==> src/design/ipv_pkg.sv <==
package ipv_pkg;

	// -------------------------------------------------------------
	// Promote-select codes
	// -------------------------------------------------------------
	localparam logic [3:0] IPV_PSEL_TOF   = 4'h0;
	localparam logic [3:0] IPV_PSEL_PAOV  = 4'h1;
	localparam logic [3:0] IPV_PSEL_PAE   = 4'h2;
	localparam logic [3:0] IPV_PSEL_SPI   = 4'h3;
	localparam logic [3:0] IPV_PSEL_SCI   = 4'h4;
	localparam logic [3:0] IPV_PSEL_RSVD  = 4'h5;
	localparam logic [3:0] IPV_PSEL_IRQ   = 4'h6;
	localparam logic [3:0] IPV_PSEL_RTI   = 4'h7;
	localparam logic [3:0] IPV_PSEL_RESET = IPV_PSEL_IRQ;

	// -------------------------------------------------------------
	// Maskable source indices, fixed rank order (0 is highest)
	// -------------------------------------------------------------
	localparam int IPV_NMASK   = 15;
	localparam int IPV_S_IRQ   = 0;
	localparam int IPV_S_RTI   = 1;
	localparam int IPV_S_CAP1  = 2;
	localparam int IPV_S_CMP1  = 5;
	localparam int IPV_S_C4C5  = 9;
	localparam int IPV_S_TOF   = 10;
	localparam int IPV_S_PAOV  = 11;
	localparam int IPV_S_PAE   = 12;
	localparam int IPV_S_SPI   = 13;
	localparam int IPV_S_SCI   = 14;

	// -------------------------------------------------------------
	// Vector addresses (first byte of each pair)
	// -------------------------------------------------------------
	localparam logic [15:0] IPV_VEC_SCI   = 16'hffd6;
	localparam logic [15:0] IPV_VEC_RTI   = 16'hfff0;
	localparam logic [15:0] IPV_VEC_IRQ   = 16'hfff2;
	localparam logic [15:0] IPV_VEC_NMI   = 16'hfff4;
	localparam logic [15:0] IPV_VEC_SOFT  = 16'hfff6;
	localparam logic [15:0] IPV_VEC_ILL   = 16'hfff8;
	localparam logic [15:0] IPV_VEC_COP   = 16'hfffa;
	localparam logic [15:0] IPV_VEC_CMF   = 16'hfffc;
	localparam logic [15:0] IPV_VEC_RST   = 16'hfffe;
	localparam logic [15:0] IPV_VEC_STEP  = 16'h0002;

	// -------------------------------------------------------------
	// Carriers
	// -------------------------------------------------------------
	typedef struct packed {
		logic rx_full;
		logic rx_overrun;
		logic tx_empty;
		logic tx_done;
		logic idle_line;
	} ipv_sci_s;

	typedef struct packed {
		logic irq;
		logic periodic;
		logic cap1;
		logic cap2;
		logic cap3;
		logic cmp1;
		logic cmp2;
		logic cmp3;
		logic cmp4;
		logic cap4_cmp5;
		logic timer_ovf;
		logic accum_ovf;
		logic accum_edge;
		logic spi_done;
	} ipv_req_s;

	typedef struct packed {
		logic periodic_irq_en;
		logic cap1_irq_en;
		logic cap2_irq_en;
		logic cap3_irq_en;
		logic cmp1_irq_en;
		logic cmp2_irq_en;
		logic cmp3_irq_en;
		logic cmp4_irq_en;
		logic cap4_cmp5_irq_en;
		logic timer_ovf_irq_en;
		logic accum_ovf_irq_en;
		logic accum_edge_irq_en;
		logic spi_done_irq_en;
	} ipv_en_s;

	typedef enum logic [3:0] {
		IPV_RX_IDLE = 4'h1,
		IPV_RX_ARMED = 4'h2,
		IPV_RX_SPARE = 4'h4,
		IPV_RX_UNUSED = 4'h8
	} ipv_rxclr_e;

endpackage

==> src/design/ipv_top.sv <==
// Functional notes
// Codes 0-4 promote TOF, PAOV, PAE, SPI, SCI
// Code 5 behaves as 6, promoting IRQ
// Code 7 RTI; 8-15 captures, compares, C4/C5
// 25 sources share 21 vector addresses
// Maskable sources need global I mask clear
// Trap, soft trap, X pin ignore I mask
// Status read then data read clears rx full
// Five SCI sources, one vector, local enables
// SPI, PAE, PAOV, TOF vectors, locally gated
// C4/C5 through RTI vectors, locally gated
// IRQ unmasked locally; X pin by X bit
// Watchdog, clock monitor, reset vectors ordered
// Promote field writable only with I set
// Reset loads promote field with IRQ code
// Fixed maskable order when nothing promoted
// Promotion changes rank, never vector address
// Reserved vectors below SCI never selected
`timescale 1ns/1ps
`default_nettype none

module ipv_top
	import ipv_pkg::*;
(
	input  wire logic       clk,
	input  wire logic       srst,
	input  wire logic       i_mask,
	input  wire logic       x_mask,
	input  wire logic       psel_we,
	input  wire logic [3:0] psel_wdata,
	input  wire ipv_req_s   req,
	input  wire ipv_en_s    en,
	input  wire ipv_sci_s   sci_evt,
	input  wire logic       rx_irq_en,
	input  wire logic       tx_empty_irq_en,
	input  wire logic       tx_done_irq_en,
	input  wire logic       idle_line_irq_en,
	input  wire logic       sci_status_rd,
	input  wire logic       sci_data_rd,
	input  wire logic       nonmask_irq_pin,
	input  wire logic       soft_trap,
	input  wire logic       illegal_op,
	input  wire logic       ext_reset,
	input  wire logic       clk_monitor_fail,
	input  wire logic       clk_monitor_en,
	input  wire logic       watchdog_fail,
	input  wire logic       watchdog_disable,
	output logic [3:0]      priority_misc_reg,
	output logic            rx_full_flag,
	output logic            vec_valid,
	output logic [15:0]     vec_addr
);

	// ---------------------------------------------------------
	// Promote-select field
	// ---------------------------------------------------------
	// Writes with I clear would race the arbiter, so they drop
	always_ff @(posedge clk) begin
		if (srst) begin
			priority_misc_reg <= IPV_PSEL_RESET;
		end else if (psel_we && i_mask) begin
			priority_misc_reg <= psel_wdata;
		end
	end

	// ---------------------------------------------------------
	// Receive-full flag and automatic clearing
	// ---------------------------------------------------------
	ipv_rxclr_e rx_state;
	logic       next_rx_full;

	always_comb begin
		// A bare data read, with no status read armed, keeps the flag
		next_rx_full = rx_full_flag;
		if (rx_state == IPV_RX_ARMED && sci_data_rd) begin
			next_rx_full = 1'b0;
		end
		// A new frame in the clearing cycle is kept
		if (sci_evt.rx_full) begin
			next_rx_full = 1'b1;
		end
	end

	always_ff @(posedge clk) begin
		if (srst) begin
			rx_full_flag <= 1'b0;
		end else begin
			rx_full_flag <= next_rx_full;
		end
	end

	always_ff @(posedge clk) begin
		if (srst) begin
			rx_state <= IPV_RX_IDLE;
		end else begin
			case (rx_state)
				IPV_RX_IDLE: begin
					if (sci_status_rd && rx_full_flag) begin
						rx_state <= IPV_RX_ARMED;
					end
				end
				IPV_RX_ARMED: begin
					if (sci_data_rd) begin
						rx_state <= IPV_RX_IDLE;
					end
				end
				default: rx_state <= IPV_RX_IDLE;
			endcase
		end
	end

	// ---------------------------------------------------------
	// Gated maskable requests
	// ---------------------------------------------------------
	logic [IPV_NMASK-1:0] live;
	logic                 sci_live;

	always_comb begin
		// All five serial causes share a single request line
		sci_live = ((rx_full_flag | sci_evt.rx_overrun) & rx_irq_en)
			| (sci_evt.tx_empty & tx_empty_irq_en)
			| (sci_evt.tx_done & tx_done_irq_en)
			| (sci_evt.idle_line & idle_line_irq_en);
		live = {sci_live,
			req.spi_done   & en.spi_done_irq_en,
			req.accum_edge & en.accum_edge_irq_en,
			req.accum_ovf  & en.accum_ovf_irq_en,
			req.timer_ovf  & en.timer_ovf_irq_en,
			req.cap4_cmp5  & en.cap4_cmp5_irq_en,
			req.cmp4       & en.cmp4_irq_en,
			req.cmp3       & en.cmp3_irq_en,
			req.cmp2       & en.cmp2_irq_en,
			req.cmp1       & en.cmp1_irq_en,
			req.cap3       & en.cap3_irq_en,
			req.cap2       & en.cap2_irq_en,
			req.cap1       & en.cap1_irq_en,
			req.periodic   & en.periodic_irq_en,
			req.irq};
		if (i_mask) begin
			live = '0;
		end
	end

	// ---------------------------------------------------------
	// Promotion decode and arbitration
	// ---------------------------------------------------------
	// A promoted source that is not live falls back to fixed order
	logic [3:0] promo;

	always_comb begin
		case (priority_misc_reg)
			IPV_PSEL_TOF:  promo = 4'(IPV_S_TOF);
			IPV_PSEL_PAOV: promo = 4'(IPV_S_PAOV);
			IPV_PSEL_PAE:  promo = 4'(IPV_S_PAE);
			IPV_PSEL_SPI:  promo = 4'(IPV_S_SPI);
			IPV_PSEL_SCI:  promo = 4'(IPV_S_SCI);
			IPV_PSEL_RSVD: promo = 4'(IPV_S_IRQ);
			IPV_PSEL_IRQ:  promo = 4'(IPV_S_IRQ);
			IPV_PSEL_RTI:  promo = 4'(IPV_S_RTI);
			// Codes 8-15 map onto cap1 upward in fixed order
			default: promo = 4'(priority_misc_reg - 4'h8
				+ 4'(IPV_S_CAP1));
		endcase
	end

	// Addresses are derived by rank, so no reserved slot can appear
	// Vector of maskable index i; SCI is the lowest
	function automatic logic [15:0] ipv_mvec(input logic [3:0] i);
		logic [15:0] d;
		d = 16'(4'(IPV_S_SCI) - i);
		return IPV_VEC_SCI + 16'(d * IPV_VEC_STEP);
	endfunction

	logic [15:0] next_vec;
	logic        next_valid;
	logic        found;

	always_comb begin
		next_vec   = IPV_VEC_RST;
		next_valid = 1'b1;
		found      = 1'b0;
		// Resets and non-maskable sources outrank all else
		if (ext_reset) begin
			next_vec = IPV_VEC_RST;
		end else if (clk_monitor_fail && clk_monitor_en) begin
			next_vec = IPV_VEC_CMF;
		end else if (watchdog_fail && !watchdog_disable) begin
			next_vec = IPV_VEC_COP;
		end else if (nonmask_irq_pin && !x_mask) begin
			next_vec = IPV_VEC_NMI;
		end else if (illegal_op) begin
			next_vec = IPV_VEC_ILL;
		end else if (soft_trap) begin
			next_vec = IPV_VEC_SOFT;
		end else if (live[promo]) begin
			next_vec = ipv_mvec(promo);
		end else begin
			next_valid = 1'b0;
			for (int i = 0; i < IPV_NMASK; i++) begin
				if (!found && live[i]) begin
					found    = 1'b1;
					next_vec = ipv_mvec(4'(i));
				end
			end
			next_valid = found;
		end
	end

	always_ff @(posedge clk) begin
		if (srst) begin
			vec_valid <= 1'b0;
			vec_addr  <= IPV_VEC_RST;
		end else begin
			vec_valid <= next_valid;
			vec_addr  <= next_vec;
		end
	end

endmodule

`default_nettype wire

==> config.mk <==
export PLATFORM = sky130hd
export DESIGN_NAME = ipv_top
export DESIGN_NICKNAME = d
export VERILOG_FILES = /design/src/design/ipv_pkg.sv /design/src/design/ipv_top.sv
export SDC_FILE = /design/constraint.sdc
export NUM_CORES = 1
export LEC_CHECK = 0
export BUFFER_PORTS_ARGS = -buffer_cell sky130_fd_sc_hd__buf_4
export CORE_MARGIN = 5
export CORE_UTILIZATION = 50
export CTS_CLUSTER_SIZE = 25
export DETAILED_ROUTE_END_ITERATION = 8
export PLACE_DENSITY = 0.85
export RECOVER_POWER = 25
export SYNTH_ARGS = -nofsm -noshare
export SYNTH_HDL_FRONTEND = slang
export SYNTH_SLANG_ARGS = --single-unit
export TNS_END_PERCENT = 5
==> constraint.sdc <==
create_clock -name clk -period 4.5 [get_ports clk]
set_clock_uncertainty 0.2 [all_clocks]
set_input_delay 0.225 -clock clk [delete_from_list [all_inputs] [get_ports clk]]
set_output_delay 0.225 -clock clk [all_outputs]
set_load 0.005 [all_outputs]
==> results of run 1 <==
==> cells by family after synthesis <==
kind of cell	share of synthesized area, %
other cells	0.4952
fa+ha+maj	5.775
flops	18.48
simple gates	25.91
xor+xnor	1.155
mux	1.980
buf+inv	8.581
compound gates	37.63
==> routing by layer <==
layer | global-route usage, % | wire (um) | vias up
met4 | 5.181 | 67 | 0
met5 | 0 | 0 | -
met1 | 27.66 | 1781 | 829
met3 | 3.120 | 438 | 6
li1 | - | - | 912
met2 | 36.65 | 2226 | 96
==> cells in the final DEF, fill, tap and decap left out, drive strengths merged, types with 6 or more instances in the layout <==
master   n
clkbuf   8
dfxtp   14
nand2   27
ha       7
conb    11
buf     61
nor2    18
o21ai   13
nand3    6
inv      9
nor3     7
a21oi   17
nand2b   6
a31oi    7
==> area by class of cell <==
class / count / area (um2)
Clock buffer: 3 / 22.52
Fill cell: 263 / 935.9
Inverter: 9 / 36.28
Multi-Input combinational cell: 179 / 1140
Sequential cell: 14 / 280.3
Tap cell: 33 / 41.29
Timing Repair Buffer: 69 / 521.8
==> tightest hold or removal path: cells and delay by family <==
kind | cells | cell delay, ns
compound gates | 1 | 0.05
buf+inv | 1 | 0.11
simple gates | 1 | 0.05
==> power breakdown <==
group	switching, mW	internal [mW]
logic	0.111	0.102
clock network	0.0370	0.0310
registers	0.00695	0.130
total	0.155	0.263
==> path summary, 6_finish.rpt <==
path	startpoint	slack [ns]	to	cells after the start
min reg2reg	rx_state[1]	0.30	rx_state[1]	2
max	priority_misc_reg[0]	1.27	vec_addr[5]	11
max reg2reg	priority_misc_reg[0]	1.27	vec_addr[5]	11
min	psel_wdata[0]	0.01	priority_misc_reg[0]	3
==> impl_metrics.ini, run 1 <==
[outcome]
run_status = finished clean

[placed_design]
gp_congestion = 0.9502
port_buffers = 66
post-place-ws_ns = 1.324
hpwl_um = 3716
place_area_um2 = 1993
dp.cells = 301

[layout]
layout.cells.non_filler = 307
utilization_pct = 68.57
largest_register_ffs = 6
area_growth_pct = 34.65
layout-drive-gt1-share_pct = 28.10
insertedDiodeCount = 0
finalNetCount = 338
design_area_um2 = 2042

[floorplan]
row_count = 20
die_h_um = 65.07
core-area_um2 = 2978
initial_core_util_pct = 50.92
io_pins = 77
die_w_um = 65.07
dieArea_um2 = 4234

[yosys]
synth.top_cell.area_share_pct = 18.48
synth-async-reset-ratio_pct = 0
yosysMostFrequentCell = nand2_1
ys_types = 58
synthesis.area_um2 = 1516
ys_seq_elements = 14
ys.flop_type = dfxtp_1
synth_top_area_cell = dfxtp_1
yosys_warnings = 0
synth_area_leaders = dfxtp_1, nand2_1, ha_1
synth_edf_count = 0
yosysSeqAreaShare_pct = 18.48
avgSynthCellArea_um2 = 7.291
synth_cells = 208
synthTopCellsByCount = nand2_1, nor2_1, a21oi_1

[sta]
tightest_slew_ns = 0.8669
tns_ns = 0
max_freq_mhz = 309.3
hold_violations = 0
slew_violations = 0
fin_crit_sh_pct = 71.84
setup_ws_ns = 1.267
max-slew-margin-rel_pct = 41.47
whs_ns = 0.01311
setup_violations = 0
grt_setup_unrepaired = no
min_period_ns = 3.233

[worst_hold_path]
worstHoldPathType = in2reg

[critical_path]
crit_buf_inv = 2
path_cells = inv_1 -> ha_1 -> or4_1 -> o32a_2 -> o21ai_4 -> inv_4 -> ha_1 -> a21boi_0 -> o21ai_0 -> a2111oi_0 -> a31oi_1
worst_path_largest_cell_delay_ns = 0.47
cp_data_required_time_ns = 4.45
crit_type = reg2reg
critPathMaxFanout = 8
cpMostUsedCell = ha_1
critPathArrivalTime_ns = 3.18
start_kind = flop
cp-end-kind = flop
cp_slowest_cell = dfxtp_1
worst_path_dominant_cell_family = compound AO/OA/AOI/OAI gates

[pwr]
fin_total_pwr_mw = 0.4184
power_density_nw_per_um2 = 204.9
ir_drop_v = 0.0001376
p_leak_nw = 0.9116

[cts]
htree_levels = 1
cts_root_buffer = clkbuf_4
cts_buffers = 3
clk_pin_slew_ns = 0.08
cts_tree = done
clock_latency_ns = 0.27
post-cts-setup-buffer-count = 0
cts_resized = 0
cts_hold_buffers = 3
clk_path_buf_depth = 2
cts.sink_count = 14

[routing]
drc = 0
drtIter0Drc = 191
avgViaCountPerCell = 6.003
post_drt_wl_per_cell_um = 14.70
final_antenna_net_count = 0
first_pass_iters = 4
wl_um = 4513
via_count = 1843

[global_routing]
antenna_found_initial = 0
grt_max_degree = 25
first_global_vias = 1752
grt_overflow = 0
grt_pass1_wl_um = 7279
track_usage_pct = 21.24

[job]
maxCapViolations = 0
No activity file was read; power rests on OpenSTA's default activity.
==> run 2, diff against run 1 <==
Settings changed: ABC_AREA from default to 1, CORE_UTILIZATION 50 to 46, PLACE_DENSITY 0.85 to 0.79.
Clock period 4.5 ns to 3.1 ns, I/O delays scaled along.
==> impl_metrics.ini, run 2 <==
[pwr]
power_density_nw_per_um2 = 334.7
p_leak_nw = 1.189
ir_drop_v = 0.0002536

[critical_path]
critPathMaxFanout = 6
start_kind = flop
critPathArrivalTime_ns = 2.84
cp_data_required_time_ns = 3.06
crit_type = reg2reg
rr_endpoint = vec_addr[5]
r2r_setup_slack_ns = 0.23
r2r-start = priority_misc_reg[0]
cp-end-kind = flop
worst_r2r_path_depth = 15

[cts]
clock_latency_ns = 0.29
clk_path_buf_depth = 2
cts_tree = done
clk_pin_slew_ns = 0.09
cts_root_buffer = clkbuf_4
htree_levels = 1
cts_buffers = 3
post-cts-setup-buffer-count = 0
cts.sink_count = 14

[floorplan]
row_count = 21
io_pins = 77
initial_core_util_pct = 46.59
core-area_um2 = 3284
die_w_um = 67.68
die_h_um = 67.68
dieArea_um2 = 4580

[sta]
whs_ns = 0.02413
hold_violations = 0
setup_violations = 0
tightest_slew_ns = 0.5074
max-slew-margin-rel_pct = 65.75
fin_crit_sh_pct = 92.74
slew_violations = 0
min_period_ns = 2.875
max_freq_mhz = 347.8
tns_ns = 0
grt_setup_unrepaired = no

[global_routing]
antenna_found_initial = 0
grt_pass1_wl_um = 6679
track_usage_pct = 18.68
first_global_vias = 1600
grt_overflow = 0
grt_max_degree = 13

[worst_hold_path]
worstHoldPathType = in2reg
hp-start = psel_we
hold_end = priority_misc_reg[0]
hold_depth = 3

[yosys]
synth_edf_count = 0
synth-async-reset-ratio_pct = 0
synth.top_cell.area_share_pct = 18.32
synth_top_area_cell = dfxtp_1
yosysSeqAreaShare_pct = 18.32
synth_area_leaders = dfxtp_1, nand2_1, nand3_1
yosysMostFrequentCell = nand2_1
synthTopCellsByCount = nand2_1, inv_1, nand3_1
yosys_warnings = 0
synthesis.area_um2 = 1530
ys.flop_type = dfxtp_1
synth_cells = 243
ys_types = 37
avgSynthCellArea_um2 = 6.297
ys_seq_elements = 14

[routing]
wl_um = 4235
first_pass_iters = 5
drc = 0
post_drt_wl_per_cell_um = 11.42
avgViaCountPerCell = 4.833
final_antenna_net_count = 0
drtIter0Drc = 101
via_count = 1793

[placed_design]
port_buffers = 66
hpwl_um = 3378
gp_congestion = 0.8176
dp.cells = 352
place_area_um2 = 2026

[layout]
insertedDiodeCount = 0
fillers = 304
final_cell_mix = nand2_1, buf_4, inv_1, nand3_1, nor2_1
largest_register_ffs = 6
finalNetCount = 388
layout_commonest_cell = nand2_1
utilization_pct = 67.39
multi_input_area_um2 = 1065
layout.cells.non_filler = 371
layout-drive-gt1-share_pct = 28.00
seqCellArea_um2 = 281.5
area_growth_pct = 44.64
design_area_um2 = 2213

[job]
maxCapViolations = 0

[outcome]
run_status = finished clean
[run 2: cell types whose count changed in the layout (fill, tap and decap cells not counted), moves of 5 or more]
cell           delta
a21oi_1          -12
a31oi_1           -7
dlygate4sd3_1    +12
inv_1            +25
nand2_1          +35
nand2b_1          -6
nand3_1          +27
o21ai_0           -5
[run 2: where the power goes]
group | switching [mW] | total, mW | internal [mW]
combinational | 0.228 | 0.402 | 0.174
sequential | 0.0106 | 0.205 | 0.194
clock | 0.0623 | 0.134 | 0.0716
total | 0.301 | 0.741 | 0.440
[run 2: timing repair]
item                                    4_1_cts  5_1_grt
gates resized for setup                       0        2
hold buffers                                 15        0
hold endpoints to repair                     10        0
endpoints found under the setup margin        0        5
[run 2: worst max-delay path: stages, from the launching register on]
cell and delay [ns]:
dfxtp_1 0.39, inv_1 0.13, ha_1 0.23, inv_1 0.08
nor2_1 0.06, a21oi_4 0.24, nand3_4 0.17, o21ai_2 0.24
inv_1 0.14, ha_1 0.21, nand2_1 0.06, nand2_1 0.05
xor2_1 0.19, nand2_1 0.10, xor2_1 0.16, o211ai_1 0.10
[run 2: layout make-up]
type                            count  area share (%)
Clock buffer                        4           1.639
Inverter                           35           5.936
Multi-Input combinational cell    191           48.11
Sequential cell                    14           12.72
Tap cell                           46           2.600
Timing Repair Buffer               81           29.00
[run 2: stage by stage]
stage	total power [mW]	worst slack (ns)
6_report	0.7409	0.2251
5_1_grt	0.7986	0.003930
4_1_cts	0.7427	0.1335
3_5_place_dp	0.5883	0.1639
3_3_place_gp	0.5829	0.2946
2_1_floorplan	0.4868	0.4791
[run 2: logic make-up after synthesis]
| group | synth area share [%] |
|---|---|
| compound gates | 14.31 |
| xor+xnor | 2.862 |
| fa+ha+maj | 5.723 |
| buf+inv | 14.55 |
| flops | 18.32 |
| other cells | 0.4908 |
| simple gates | 43.74 |
[run 2: how the worst max path moves through the flow]
stage	cells past startpoint	slack, ns	endpoint	from
final	15	0.23	vec_addr[5]	priority_misc_reg[0]
after global routing	15	0.004	vec_addr[5]	priority_misc_reg[0]
after CTS	14	0.13	vec_addr[5]	priority_misc_reg[1]
after detailed placement	14	0.16	vec_addr[5]	priority_misc_reg[1]
after global placement	14	0.29	vec_addr[5]	priority_misc_reg[1]
after floorplan	15	0.48	vec_addr[5]	priority_misc_reg[1]
[run 2: layer usage]
metal	wire length, um	part of all wire [%]	track usage (%)
met1	1716	41	21.53
met2	2281	54	35.48
met3	206	4.9	3.661
met4	31	0.73	3.038
met5	0	0	0
